--- src/pkg/pwq_pkg.sv ---
package pwq_pkg;

  // ****************************************
  // register offsets within a port page
  // ****************************************
  localparam logic [11:0] OFS_PM_CTRL1 = 12'h834;
  localparam logic [11:0] OFS_Q_THR    = 12'h840;
  localparam logic [11:0] OFS_Q_MULT   = 12'h844;
  localparam logic [11:0] OFS_Q_MON    = 12'h848;
  localparam logic [11:0] OFS_TXQ_SEL  = 12'h900;
  localparam logic [11:0] OFS_VID_REP  = 12'h904;

  // ****************************************
  // field layout
  // ****************************************
  localparam int          FLD_W        = 11;
  localparam int          HI_LSB       = 16;
  localparam int          LO_LSB       = 0;
  localparam int          CNT_W        = 24;
  localparam int          QSEL_W       = 2;
  localparam int          NUM_Q        = 4;
  localparam int          NUM_TYPE     = 4;
  localparam int          VID_W        = 12;
  localparam int          MON_LSB      = 26;
  localparam int          MON_W        = 6;
  // bit positions inside the 6-bit monitor control slice
  localparam int          MON_RAND     = 5;
  localparam int          MON_FLUSH    = 4;
  localparam int          MON_ALL      = 3;
  localparam int          MON_YR       = 2;
  localparam int          MON_R        = 1;
  localparam int          MON_DROPALL  = 0;
  localparam int          PROB_SHIFT   = 7;

  // ****************************************
  // reset values
  // ****************************************
  localparam logic [10:0] RST_Q_MAX    = 11'h080;
  localparam logic [10:0] RST_Q_MIN    = 11'h009;
  localparam logic [10:0] RST_Q_MULT   = 11'h010;
  localparam logic [10:0] RST_PM_MULT  = 11'h020;
  localparam logic [10:0] LFSR_SEED    = 11'h001;
  localparam logic [10:0] LFSR_TAPS    = 11'h500;

  // ****************************************
  // packet colours and monitor types
  // ****************************************
  localparam logic [1:0]  COL_GREEN    = 2'h0;
  localparam logic [1:0]  COL_YELLOW   = 2'h1;
  localparam logic [1:0]  COL_RED      = 2'h2;
  localparam logic [1:0]  TYP_DROPPED  = 2'h0;

endpackage

--- src/hdl/pwq_drop_decide.sv ---
`timescale 1ns/10ps
`default_nettype none
module pwq_drop_decide
  import pwq_pkg::*;
(
  // clock and reset
  input  wire logic             clk_sys_in,
  input  wire logic             rst_n_in,
  // packet under test
  input  wire logic             pkt_valid_in,
  input  wire logic [1:0]       pkt_colour_in,
  input  wire logic [FLD_W-1:0] avg_in,
  input  wire logic [FLD_W-1:0] pm_avg_in,
  // settings of that packet's queue and of its port
  input  wire logic             police_en_in,
  input  wire logic [MON_W-1:0] mon_in,
  input  wire logic [FLD_W-1:0] min_in,
  input  wire logic [FLD_W-1:0] max_in,
  input  wire logic [FLD_W-1:0] mult_in,
  input  wire logic [FLD_W-1:0] pm_mult_in,
  // verdict
  output logic                  drop_out,
  output logic                  drop_valid_out
);

  logic [FLD_W-1:0]   lfsr;
  logic [2*FLD_W-1:0] q_prod;
  logic [2*FLD_W-1:0] pm_prod;
  logic [FLD_W-1:0]   span;
  logic               inhibit;
  logic               next_drop;

  // ****************************************
  // pseudo random source
  // ****************************************
  always_ff @(posedge clk_sys_in or negedge rst_n_in) begin
    if (!rst_n_in) begin
      lfsr <= LFSR_SEED;
    end else begin
      lfsr <= lfsr[0] ? ((lfsr >> 1) ^ LFSR_TAPS) : (lfsr >> 1);
    end
  end

  // ****************************************
  // decision
  // ****************************************
  always_comb begin
    inhibit = mon_in[MON_ALL]
      || (mon_in[MON_YR] && pkt_colour_in != COL_GREEN)
      || (mon_in[MON_R] && pkt_colour_in == COL_RED);
    span    = (avg_in > max_in) ? (max_in - min_in) : (avg_in - min_in);
    q_prod  = span * mult_in;
    pm_prod = pm_avg_in * pm_mult_in;
    if (!police_en_in || !mon_in[MON_RAND] || inhibit) begin
      next_drop = 1'b0;
    end else if (avg_in < min_in) begin
      next_drop = 1'b0;
    end else if (avg_in > max_in && mon_in[MON_DROPALL]) begin
      next_drop = 1'b1;
    end else begin
      next_drop = (q_prod[PROB_SHIFT +: FLD_W] > lfsr)
        || (pm_prod[PROB_SHIFT +: FLD_W] > lfsr);
    end
  end

  always_ff @(posedge clk_sys_in or negedge rst_n_in) begin
    if (!rst_n_in) begin
      drop_out       <= 1'b0;
      drop_valid_out <= 1'b0;
    end else begin
      drop_out       <= pkt_valid_in & next_drop;
      drop_valid_out <= pkt_valid_in;
    end
  end

  // ****************************************
  // checks
  // ****************************************
  property p_rand_off;
    @(posedge clk_sys_in) disable iff (!rst_n_in)
      (pkt_valid_in && !mon_in[MON_RAND]) |=> !drop_out;
  endproperty
  a_rand_off: assert property (p_rand_off)
    else $error("drop while random drop disabled");

  property p_all_inhibit;
    @(posedge clk_sys_in) disable iff (!rst_n_in)
      (pkt_valid_in && mon_in[MON_ALL]) |=> !drop_out;
  endproperty
  a_all_inhibit: assert property (p_all_inhibit)
    else $error("drop while all colours inhibited");

  property p_yr_inhibit;
    @(posedge clk_sys_in) disable iff (!rst_n_in)
      (pkt_valid_in && mon_in[MON_YR] && pkt_colour_in != COL_GREEN)
      |=> !drop_out;
  endproperty
  a_yr_inhibit: assert property (p_yr_inhibit)
    else $error("yellow or red drop while inhibited");

  property p_r_inhibit;
    @(posedge clk_sys_in) disable iff (!rst_n_in)
      (pkt_valid_in && mon_in[MON_R] && pkt_colour_in == COL_RED)
      |=> !drop_out;
  endproperty
  a_r_inhibit: assert property (p_r_inhibit)
    else $error("red drop while inhibited");

  property p_drop_all;
    @(posedge clk_sys_in) disable iff (!rst_n_in)
      (pkt_valid_in && police_en_in && avg_in > max_in && mon_in == 6'h21)
      |=> drop_out;
  endproperty
  a_drop_all: assert property (p_drop_all)
    else $error("drop-all above max threshold did not drop");

  property p_below_min;
    @(posedge clk_sys_in) disable iff (!rst_n_in)
      (pkt_valid_in && avg_in < min_in) |=> !drop_out;
  endproperty
  a_below_min: assert property (p_below_min)
    else $error("drop below min threshold");

  property p_police_off;
    @(posedge clk_sys_in) disable iff (!rst_n_in)
      (pkt_valid_in && !police_en_in) |=> (drop_valid_out && !drop_out);
  endproperty
  a_police_off: assert property (p_police_off)
    else $error("drop while policing disabled");

endmodule
`default_nettype wire

--- src/hdl/pwq_event_counters.sv ---
`timescale 1ns/10ps
`default_nettype none
module pwq_event_counters
  import pwq_pkg::*;
(
  // clock and reset
  input  wire logic              clk_sys_in,
  input  wire logic              rst_n_in,
  // packet events
  input  wire logic              ev_valid_in,
  input  wire logic [QSEL_W-1:0] ev_queue_in,
  input  wire logic [1:0]        ev_colour_in,
  input  wire logic              ev_dropped_in,
  // control
  input  wire logic [NUM_Q-1:0]  flush_in,
  input  wire logic [QSEL_W-1:0] sel_queue_in,
  input  wire logic [1:0]        sel_type_in,
  // readback
  output logic [CNT_W-1:0]       count_out
);

  logic [CNT_W-1:0] cnt [NUM_Q*NUM_TYPE];

  // ****************************************
  // one counter per queue and type
  // ****************************************
  for (genvar g = 0; g < NUM_Q*NUM_TYPE; g++) begin : g_cnt
    localparam logic [1:0] Q = 2'(g / NUM_TYPE);
    localparam logic [1:0] T = 2'(g % NUM_TYPE);
    logic hit;
    assign hit = ev_valid_in && ev_queue_in == Q
      && ((T == TYP_DROPPED) ? ev_dropped_in : (ev_colour_in == 2'(T - 2'h1)));
    always_ff @(posedge clk_sys_in or negedge rst_n_in) begin
      if (!rst_n_in) begin
        cnt[g] <= '0;
      end else if (flush_in[Q]) begin
        cnt[g] <= hit ? CNT_W'(1) : '0;
      end else if (hit) begin
        cnt[g] <= cnt[g] + CNT_W'(1);
      end
    end
  end

  always_ff @(posedge clk_sys_in or negedge rst_n_in) begin
    if (!rst_n_in) begin
      count_out <= '0;
    end else begin
      count_out <= cnt[{sel_queue_in, sel_type_in}];
    end
  end

  property p_flush_clears;
    @(posedge clk_sys_in) disable iff (!rst_n_in)
      (flush_in[0] && !(ev_valid_in && ev_queue_in == 2'h0))
      |=> (cnt[0] == '0 && cnt[1] == '0 && cnt[2] == '0 && cnt[3] == '0);
  endproperty
  a_flush_clears: assert property (p_flush_clears)
    else $error("queue 0 counters not cleared by flush");

endmodule
`default_nettype wire

--- src/hdl/pwq_regs_top.sv ---
`timescale 1ns/10ps
`default_nettype none
// Function
// - random dropping on a queue only while its random drop enable is set
// - rising edge of the flush bit clears all monitor counters of the queue; a counter with an event in the flush cycle restarts at 1
// - all-colour inhibit set means no packet of any colour is dropped
// - yellow-red inhibit set means yellow and red packets are never dropped
// - red inhibit set means red packets are never dropped
// - drop-all drops every uninhibited packet above max threshold, else the queue and packet-memory multipliers decide
// - read-only 24-bit event count of selected queue in monitor register low bits
// - 11-bit max threshold per queue, reset 0x080, reached via queue selector
// - 11-bit min threshold per queue, reset 0x009, reached via queue selector
// - 11-bit per-queue probability multiplier, reset 0x010
// - average size of selected queue readable in low bits of multiplier register
// - 11-bit packet-memory probability multiplier per port, reset 0x020
// - average packet-memory occupancy readable in low bits of its register
// - software writes the queue selector first; queue accesses then go there
// - queue selector writable as one byte at the word's highest byte address
// - substitution on replaces any non-zero egress VLAN ID by port default ID
// - with double tagging the outer service tag ID is the one replaced
// - dropping only happens while the port policing enable is set
// - 2-bit type picks dropped, green, yellow or red for the counter readback
module pwq_regs_top
  import pwq_pkg::*;
#(
  parameter logic [3:0] PORT_NUM = 4'h1
)(
  // clock and reset
  input  wire logic                  clk_sys_in,
  input  wire logic                  rstn_in,
  // management register port
  input  wire logic [15:0]           reg_addr_in,
  input  wire logic [3:0]            reg_byte_en_in,
  input  wire logic                  reg_wr_in,
  input  wire logic                  reg_rd_in,
  input  wire logic [31:0]           reg_wdata_in,
  output logic [31:0]                reg_rdata_out,
  output logic                       reg_rvalid_out,
  // port settings held elsewhere
  input  wire logic                  policing_enable_in,
  input  wire logic [1:0]            monitor_packet_type_in,
  // occupancy from the queue manager
  input  wire logic [NUM_Q*FLD_W-1:0] queue_avg_in,
  input  wire logic [FLD_W-1:0]      pm_avg_in,
  // packet drop check
  input  wire logic                  pkt_valid_in,
  input  wire logic [QSEL_W-1:0]     pkt_queue_in,
  input  wire logic [1:0]            pkt_colour_in,
  output logic                       drop_out,
  output logic                       drop_valid_out,
  // egress tag rewrite
  input  wire logic                  egress_valid_in,
  input  wire logic                  double_tag_in,
  input  wire logic [VID_W-1:0]      port_default_vlan_id_in,
  input  wire logic [VID_W-1:0]      inner_vid_in,
  input  wire logic [VID_W-1:0]      outer_vid_in,
  output logic                       egress_valid_out,
  output logic [VID_W-1:0]           inner_vid_out,
  output logic [VID_W-1:0]           outer_vid_out
);

  logic              rst_meta;
  logic              rst_n;
  logic [FLD_W-1:0]  q_max [NUM_Q];
  logic [FLD_W-1:0]  q_min [NUM_Q];
  logic [FLD_W-1:0]  q_mult [NUM_Q];
  logic [MON_W-1:0]  q_mon [NUM_Q];
  logic [FLD_W-1:0]  pm_mult;
  logic [QSEL_W-1:0] txq_sel;
  logic              egress_vlan_id_substitution;
  logic [NUM_Q-1:0]  flush_pulse;
  logic [CNT_W-1:0]  event_count;
  logic [FLD_W-1:0]  sel_avg;
  logic [FLD_W-1:0]  pkt_avg;
  logic              port_hit;
  logic [11:0]       word_ofs;
  logic [31:0]       cur_word;
  logic [31:0]       lane_mask;
  logic [31:0]       merged;
  logic              wr_hit;
  logic              flush_rise;

  // ****************************************
  // reset release
  // ****************************************
  always_ff @(posedge clk_sys_in or negedge rstn_in) begin
    if (!rstn_in) begin
      rst_meta <= 1'b0;
      rst_n    <= 1'b0;
    end else begin
      rst_meta <= 1'b1;
      rst_n    <= rst_meta;
    end
  end

  // ****************************************
  // address decode and read mux
  // ****************************************
  assign port_hit = reg_addr_in[15:12] == PORT_NUM;
  assign word_ofs = {reg_addr_in[11:2], 2'b00};
  assign wr_hit   = reg_wr_in & port_hit;
  assign sel_avg  = queue_avg_in[txq_sel*FLD_W +: FLD_W];
  assign pkt_avg  = queue_avg_in[pkt_queue_in*FLD_W +: FLD_W];

  always_comb begin
    cur_word = '0;
    unique case (word_ofs)
      OFS_PM_CTRL1: begin
        cur_word[HI_LSB +: FLD_W] = pm_mult;
        cur_word[LO_LSB +: FLD_W] = pm_avg_in;
      end
      OFS_Q_THR: begin
        cur_word[HI_LSB +: FLD_W] = q_max[txq_sel];
        cur_word[LO_LSB +: FLD_W] = q_min[txq_sel];
      end
      OFS_Q_MULT: begin
        cur_word[HI_LSB +: FLD_W] = q_mult[txq_sel];
        cur_word[LO_LSB +: FLD_W] = sel_avg;
      end
      OFS_Q_MON: begin
        cur_word[MON_LSB +: MON_W] = q_mon[txq_sel];
        cur_word[CNT_W-1:0]        = event_count;
      end
      OFS_TXQ_SEL: cur_word[QSEL_W-1:0] = txq_sel;
      OFS_VID_REP: cur_word[0] = egress_vlan_id_substitution;
      default: cur_word = '0;
    endcase
  end

  // byte lane 3 is the highest byte address and carries bits 7:0
  always_comb begin
    for (int i = 0; i < 4; i++) begin
      lane_mask[31-8*i -: 8] = {8{reg_byte_en_in[i]}};
    end
  end
  assign merged     = (cur_word & ~lane_mask) | (reg_wdata_in & lane_mask);
  assign flush_rise = wr_hit && word_ofs == OFS_Q_MON
    && !q_mon[txq_sel][MON_FLUSH] && merged[MON_LSB + MON_FLUSH];

  always_ff @(posedge clk_sys_in or negedge rst_n) begin
    if (!rst_n) begin
      reg_rdata_out  <= '0;
      reg_rvalid_out <= 1'b0;
    end else begin
      reg_rdata_out  <= (reg_rd_in && port_hit) ? cur_word : '0;
      reg_rvalid_out <= reg_rd_in;
    end
  end

  // ****************************************
  // queue selector and port registers
  // ****************************************
  always_ff @(posedge clk_sys_in or negedge rst_n) begin
    if (!rst_n) begin
      txq_sel <= '0;
    end else if (wr_hit && word_ofs == OFS_TXQ_SEL) begin
      txq_sel <= merged[QSEL_W-1:0];
    end
  end

  always_ff @(posedge clk_sys_in or negedge rst_n) begin
    if (!rst_n) begin
      pm_mult                     <= RST_PM_MULT;
      egress_vlan_id_substitution <= 1'b0;
    end else if (wr_hit) begin
      if (word_ofs == OFS_PM_CTRL1) begin
        pm_mult <= merged[HI_LSB +: FLD_W];
      end
      if (word_ofs == OFS_VID_REP) begin
        egress_vlan_id_substitution <= merged[0];
      end
    end
  end

  // ****************************************
  // per-queue registers
  // ****************************************
  for (genvar q = 0; q < NUM_Q; q++) begin : g_queue
    always_ff @(posedge clk_sys_in or negedge rst_n) begin
      if (!rst_n) begin
        q_max[q]  <= RST_Q_MAX;
        q_min[q]  <= RST_Q_MIN;
        q_mult[q] <= RST_Q_MULT;
        q_mon[q]  <= '0;
      end else if (wr_hit && txq_sel == QSEL_W'(q)) begin
        if (word_ofs == OFS_Q_THR) begin
          q_max[q] <= merged[HI_LSB +: FLD_W];
          q_min[q] <= merged[LO_LSB +: FLD_W];
        end
        if (word_ofs == OFS_Q_MULT) begin
          q_mult[q] <= merged[HI_LSB +: FLD_W];
        end
        if (word_ofs == OFS_Q_MON) begin
          q_mon[q] <= merged[MON_LSB +: MON_W];
        end
      end
    end
  end

  always_ff @(posedge clk_sys_in or negedge rst_n) begin
    if (!rst_n) begin
      flush_pulse <= '0;
    end else begin
      flush_pulse <= flush_rise ? (NUM_Q'(1) << txq_sel) : '0;
    end
  end

  // ****************************************
  // drop decision and monitor counters
  // ****************************************
  pwq_drop_decide u_drop (
    .clk_sys_in     (clk_sys_in),
    .rst_n_in       (rst_n),
    .pkt_valid_in   (pkt_valid_in),
    .pkt_colour_in  (pkt_colour_in),
    .avg_in         (pkt_avg),
    .pm_avg_in      (pm_avg_in),
    .police_en_in   (policing_enable_in),
    .mon_in         (q_mon[pkt_queue_in]),
    .min_in         (q_min[pkt_queue_in]),
    .max_in         (q_max[pkt_queue_in]),
    .mult_in        (q_mult[pkt_queue_in]),
    .pm_mult_in     (pm_mult),
    .drop_out       (drop_out),
    .drop_valid_out (drop_valid_out)
  );

  logic [QSEL_W-1:0] ev_queue;
  logic [1:0]        ev_colour;

  always_ff @(posedge clk_sys_in or negedge rst_n) begin
    if (!rst_n) begin
      ev_queue  <= '0;
      ev_colour <= COL_GREEN;
    end else if (pkt_valid_in) begin
      ev_queue  <= pkt_queue_in;
      ev_colour <= pkt_colour_in;
    end
  end

  pwq_event_counters u_cnt (
    .clk_sys_in    (clk_sys_in),
    .rst_n_in      (rst_n),
    .ev_valid_in   (drop_valid_out & policing_enable_in),
    .ev_queue_in   (ev_queue),
    .ev_colour_in  (ev_colour),
    .ev_dropped_in (drop_out),
    .flush_in      (flush_pulse),
    .sel_queue_in  (txq_sel),
    .sel_type_in   (monitor_packet_type_in),
    .count_out     (event_count)
  );

  // ****************************************
  // egress tag rewrite
  // ****************************************
  always_ff @(posedge clk_sys_in or negedge rst_n) begin
    if (!rst_n) begin
      egress_valid_out <= 1'b0;
      inner_vid_out    <= '0;
      outer_vid_out    <= '0;
    end else begin
      egress_valid_out <= egress_valid_in;
      inner_vid_out    <= inner_vid_in;
      outer_vid_out    <= outer_vid_in;
      if (egress_vlan_id_substitution && double_tag_in && outer_vid_in != '0) begin
        outer_vid_out <= port_default_vlan_id_in;
      end
      if (egress_vlan_id_substitution && !double_tag_in && inner_vid_in != '0) begin
        inner_vid_out <= port_default_vlan_id_in;
      end
    end
  end

  // ****************************************
  // checks
  // ****************************************
  property p_sel_byte;
    @(posedge clk_sys_in) disable iff (!rst_n)
      (wr_hit && word_ofs == OFS_TXQ_SEL && reg_byte_en_in == 4'h8)
      |=> txq_sel == $past(reg_wdata_in[QSEL_W-1:0]);
  endproperty
  a_sel_byte: assert property (p_sel_byte)
    else $error("byte write to queue selector lost");

  property p_thr_write;
    @(posedge clk_sys_in) disable iff (!rst_n)
      (wr_hit && word_ofs == OFS_Q_THR && reg_byte_en_in == 4'hf)
      |=> q_max[$past(txq_sel)] == $past(reg_wdata_in[HI_LSB +: FLD_W]);
  endproperty
  a_thr_write: assert property (p_thr_write)
    else $error("max threshold not written to selected queue");

  property p_other_port;
    @(posedge clk_sys_in) disable iff (!rst_n)
      (reg_wr_in && !port_hit) |=> ($stable(txq_sel) && $stable(pm_mult));
  endproperty
  a_other_port: assert property (p_other_port)
    else $error("write for another port changed registers");

  property p_vid_sub;
    @(posedge clk_sys_in) disable iff (!rst_n)
      (egress_vlan_id_substitution && !double_tag_in && inner_vid_in != '0)
      |=> inner_vid_out == $past(port_default_vlan_id_in);
  endproperty
  a_vid_sub: assert property (p_vid_sub)
    else $error("inner VLAN ID not substituted");

endmodule
`default_nettype wire

--- config.mk ---
export PLATFORM = sky130hd
export DESIGN_NAME = pwq_regs_top
export DESIGN_NICKNAME = d
export VERILOG_FILES = /design/src/pkg/pwq_pkg.sv /design/src/hdl/pwq_drop_decide.sv /design/src/hdl/pwq_event_counters.sv /design/src/hdl/pwq_regs_top.sv
export SDC_FILE = /design/constraint.sdc
export NUM_CORES = 2
export LEC_CHECK = 0
export ABC_AREA = 1
export BUFFER_PORTS_ARGS = -buffer_cell sky130_fd_sc_hd__buf_4
export CORE_MARGIN = 5
export CORE_UTILIZATION = 33
export DETAILED_ROUTE_END_ITERATION = 12
export HOLD_SLACK_MARGIN = 0.08
export PLACE_DENSITY = 0.49
export SYNTH_ARGS = -nofsm -noshare
export SYNTH_HDL_FRONTEND = slang
export SYNTH_HIERARCHICAL = 1
export SYNTH_SLANG_ARGS = --single-unit
--- constraint.sdc ---
create_clock -name clk_sys_in -period 19.1 [get_ports clk_sys_in]
set_input_delay 5.73 -clock clk_sys_in [delete_from_list [all_inputs] [get_ports clk_sys_in]]
set_output_delay 5.73 -clock clk_sys_in [all_outputs]
set_load 0.02 [all_outputs]
==> flow_summary_export.csv <==
group,metric,value,unit
pwr,power,4.577,mW
pwr,clockPowerShare,0.374,
clock_network,cts_tree,"built",
clock_network,clock-sinks,659,
final_layout,fin_cells,9280,
placement,place_ws,3476,ps
global_routing,grt_pass1_wl,274600,um
worst_setup_path,regToRegEndpoint,"u_drop/drop_out",
detailed_routing,wire_per_inst,19.46,um
logic_synthesis,netlist_area,48600,um2
sta,min_period_over_period,0.7877,
detailed_routing,dr.pass1.iters,6,
pwr,p_seq_frac,0.322,
logic_synthesis,syn_inst,7219,
final_layout,fin_util,0.3750,
logic_synthesis,yosysWarnings,6,
global_routing,overflow,0,
floorplan,row_count,140,
clock_network,postCtsSetupBuffers,0,
floorplan,die_w,393.8,um
flow_run,cap_viol_max_count,0,
worst_setup_path,reg2reg_from,"q_max[11]",
final_layout,drive_gt1_frac,0.07688,
sta,setup_tns,0,ps
sta,hold_violations,0,
sta,clock.fmax,66.47,MHz
logic_synthesis,syn_avg_cell_area,6.732,um2
worst_setup_path,worstPathArrival,15620,ps
worst_setup_path,r2r_slack,10140,ps
worst_setup_path,cpMaxStageDelayCell,"o22ai_1",
floorplan,die_area,155000,um2
global_routing,grt_max_degree,150,
global_routing,antenna_found_initial,4,
final_layout,final_cell_area,54790,um2
worst_setup_path,critPathMaxFanout,48,
pwr,ir_drop,0.09890,mV
worst_setup_path,cp-start-kind,"input pin",
pwr,pwr-share-comb,0.304,
detailed_routing,num_vias,47450,
placement,dp.cells,9124,
clock_network,cts_resized,0,
sta,holdWs,350.5,ps
pwr,switching_power,1.635,mW
placement,gp_congestion,0.9177,
clock_network,htree_levels,3,
clock_network,cts_buffer_depth,3,
sta,setup_violations,0,
sta,fin_skew,33.64,ps
placement,io_buffers,209,
worst_setup_path,crit_top_cell,"nand2_1",
sta,relSlewSlack,0.1295,
clock_network,root_buffer,"clkbuf_16",
worst_setup_path,crit_type,"input pin to flop",
clock_network,clk_pin_slew,60,ps
floorplan,ioPinCount,217,
global_routing,grt_pass1_vias,44730,
sta,fin_ws,4055,ps
detailed_routing,drtIter0Drc,4044,
worst_setup_path,end_kind,"flop",
final_layout,fillCellCount,15760,
logic_synthesis,syn_nets,7676,
placement,place_area,51860,um2
worst_setup_path,crit_buf_inv,11,
clock_network,numCtsBuffers,83,
pwr,internal_power,2.942,mW
placement,hpwlAfterDp,132600,um
sta,worst_slew_pin_slew,1304,ps
pwr,p_per_area,83.54,nW/um2
hold_path,hold_path.class,"flop to asynchronous set/reset pin",
final_layout,areaGrowthSynthToFinish,12.73,%
floorplan,start_util,0.3327,
detailed_routing,postRouteAntennaNets,0,
clock_network,cts_hold_buf,0,
floorplan,coreArea,146100,um2
detailed_routing,vias_per_cell,5.113,
sta,slew_violations,0,
final_layout,seqCellArea,16520,um2
worst_setup_path,max_stage_delay,630,ps
sta,rsz0062_at_grt,"no",
detailed_routing,route.detailed.drc,0,
global_routing,track_usage,0.2258,
worst_setup_path,critical_path_required,19680,ps
detailed_routing,wl,180600,um
worst_setup_path,r2r_cells,43,
worst_setup_path,critical_path.top_delay_family,"adder cells",
sta,min_period,15040,ps
final_layout,fin_nets,7749,
pwr,p_sw_frac,0.3572,
floorplan,chipHeight,393.8,um
clock_network,clkLatencyLatePin,700,ps
pwr,power.leakage,27.10,nW
outcome,outcome,"completed",
final_layout,multi_input_area,27620,um2
[cell type report]
class	count	share of cell area
timing repair buffer	258	0.03579
antenna	1	0.00004568
inverter	893	0.06123
tap	1917	0.04378
multi-input combinational	5397	0.5042
sequential	659	0.3015
clock buffer	111	0.04241
clock inverter	44	0.01101
[metal layers]
layer	up-vias	track usage	wire length, um
li1	23180	-	-
met3	279	0.03396	10270
met2	1376	0.3617	81880
met4	2	0.07930	7154
met1	22610	0.3115	81330
met5	-	0	12
[power by group through the flow]
stage          sequential [mW]  clock (mW)  combinational, mW
6_report                  1.47        1.71               1.39
5_1_grt                   1.48        1.82               1.60
4_1_cts                   1.47        1.77               1.40
3_5_place_dp              1.50           0               1.39
3_3_place_gp              1.50           0               1.37
2_1_floorplan             1.51           0              0.969
[state kept, by name, indices dropped and copies added (netlist names), 4 cells and up]
name	count
u_cnt/cnt	384
q_mon	24
inner_vid_out	12
outer_vid_out	12
pm_mult	11
u_cnt/count_out	24
reg_rdata_out	32
q_mult	44
q_min	44
q_max	44
flush_pulse	4
u_drop/lfsr	11
[cells in the final DEF (no fill, tap or decap), types with 9 or more instances in the layout]
cell	count
nand2_1	2026
nor2_1	1107
inv_1	852
dfrtp_1	639
nand3_1	613
o21ai_0	393
a21oi_1	376
buf_4	255
ha_1	150
fa_1	150
nand4_1	99
clkbuf_16	84
o211ai_1	75
nor3_1	72
o22ai_1	48
inv_2	37
xor2_1	28
nand3_2	27
nor2_2	26
o21ai_1	26
nand3b_1	24
or2_2	23
clkinv_2	18
dfstp_2	18
a31oi_1	16
clkbuf_1	15
o21bai_1	15
xnor2_1	15
clkbuf_8	12
bufinv_16	11
nand2_2	10
clkinvlp_4	10
nor3b_1	9
and3_1	9
[worst max path at each step]
stage | start | end | slack, ps | cells after the start
finish | pkt_queue_in[1] | u_drop/drop_out | 4060 | 46
global route | pkt_queue_in[0] | u_drop/drop_out | 3440 | 46
CTS | pkt_queue_in[1] | u_drop/drop_out | 4190 | 46
detailed placement | pkt_queue_in[1] | u_drop/drop_out | 3480 | 46
global placement | pkt_queue_in[1] | u_drop/drop_out | 3480 | 46
floorplan | pkt_queue_in[0] | u_drop/drop_out | 6010 | 47
Note: power is estimated with default switching activity, not from simulation.
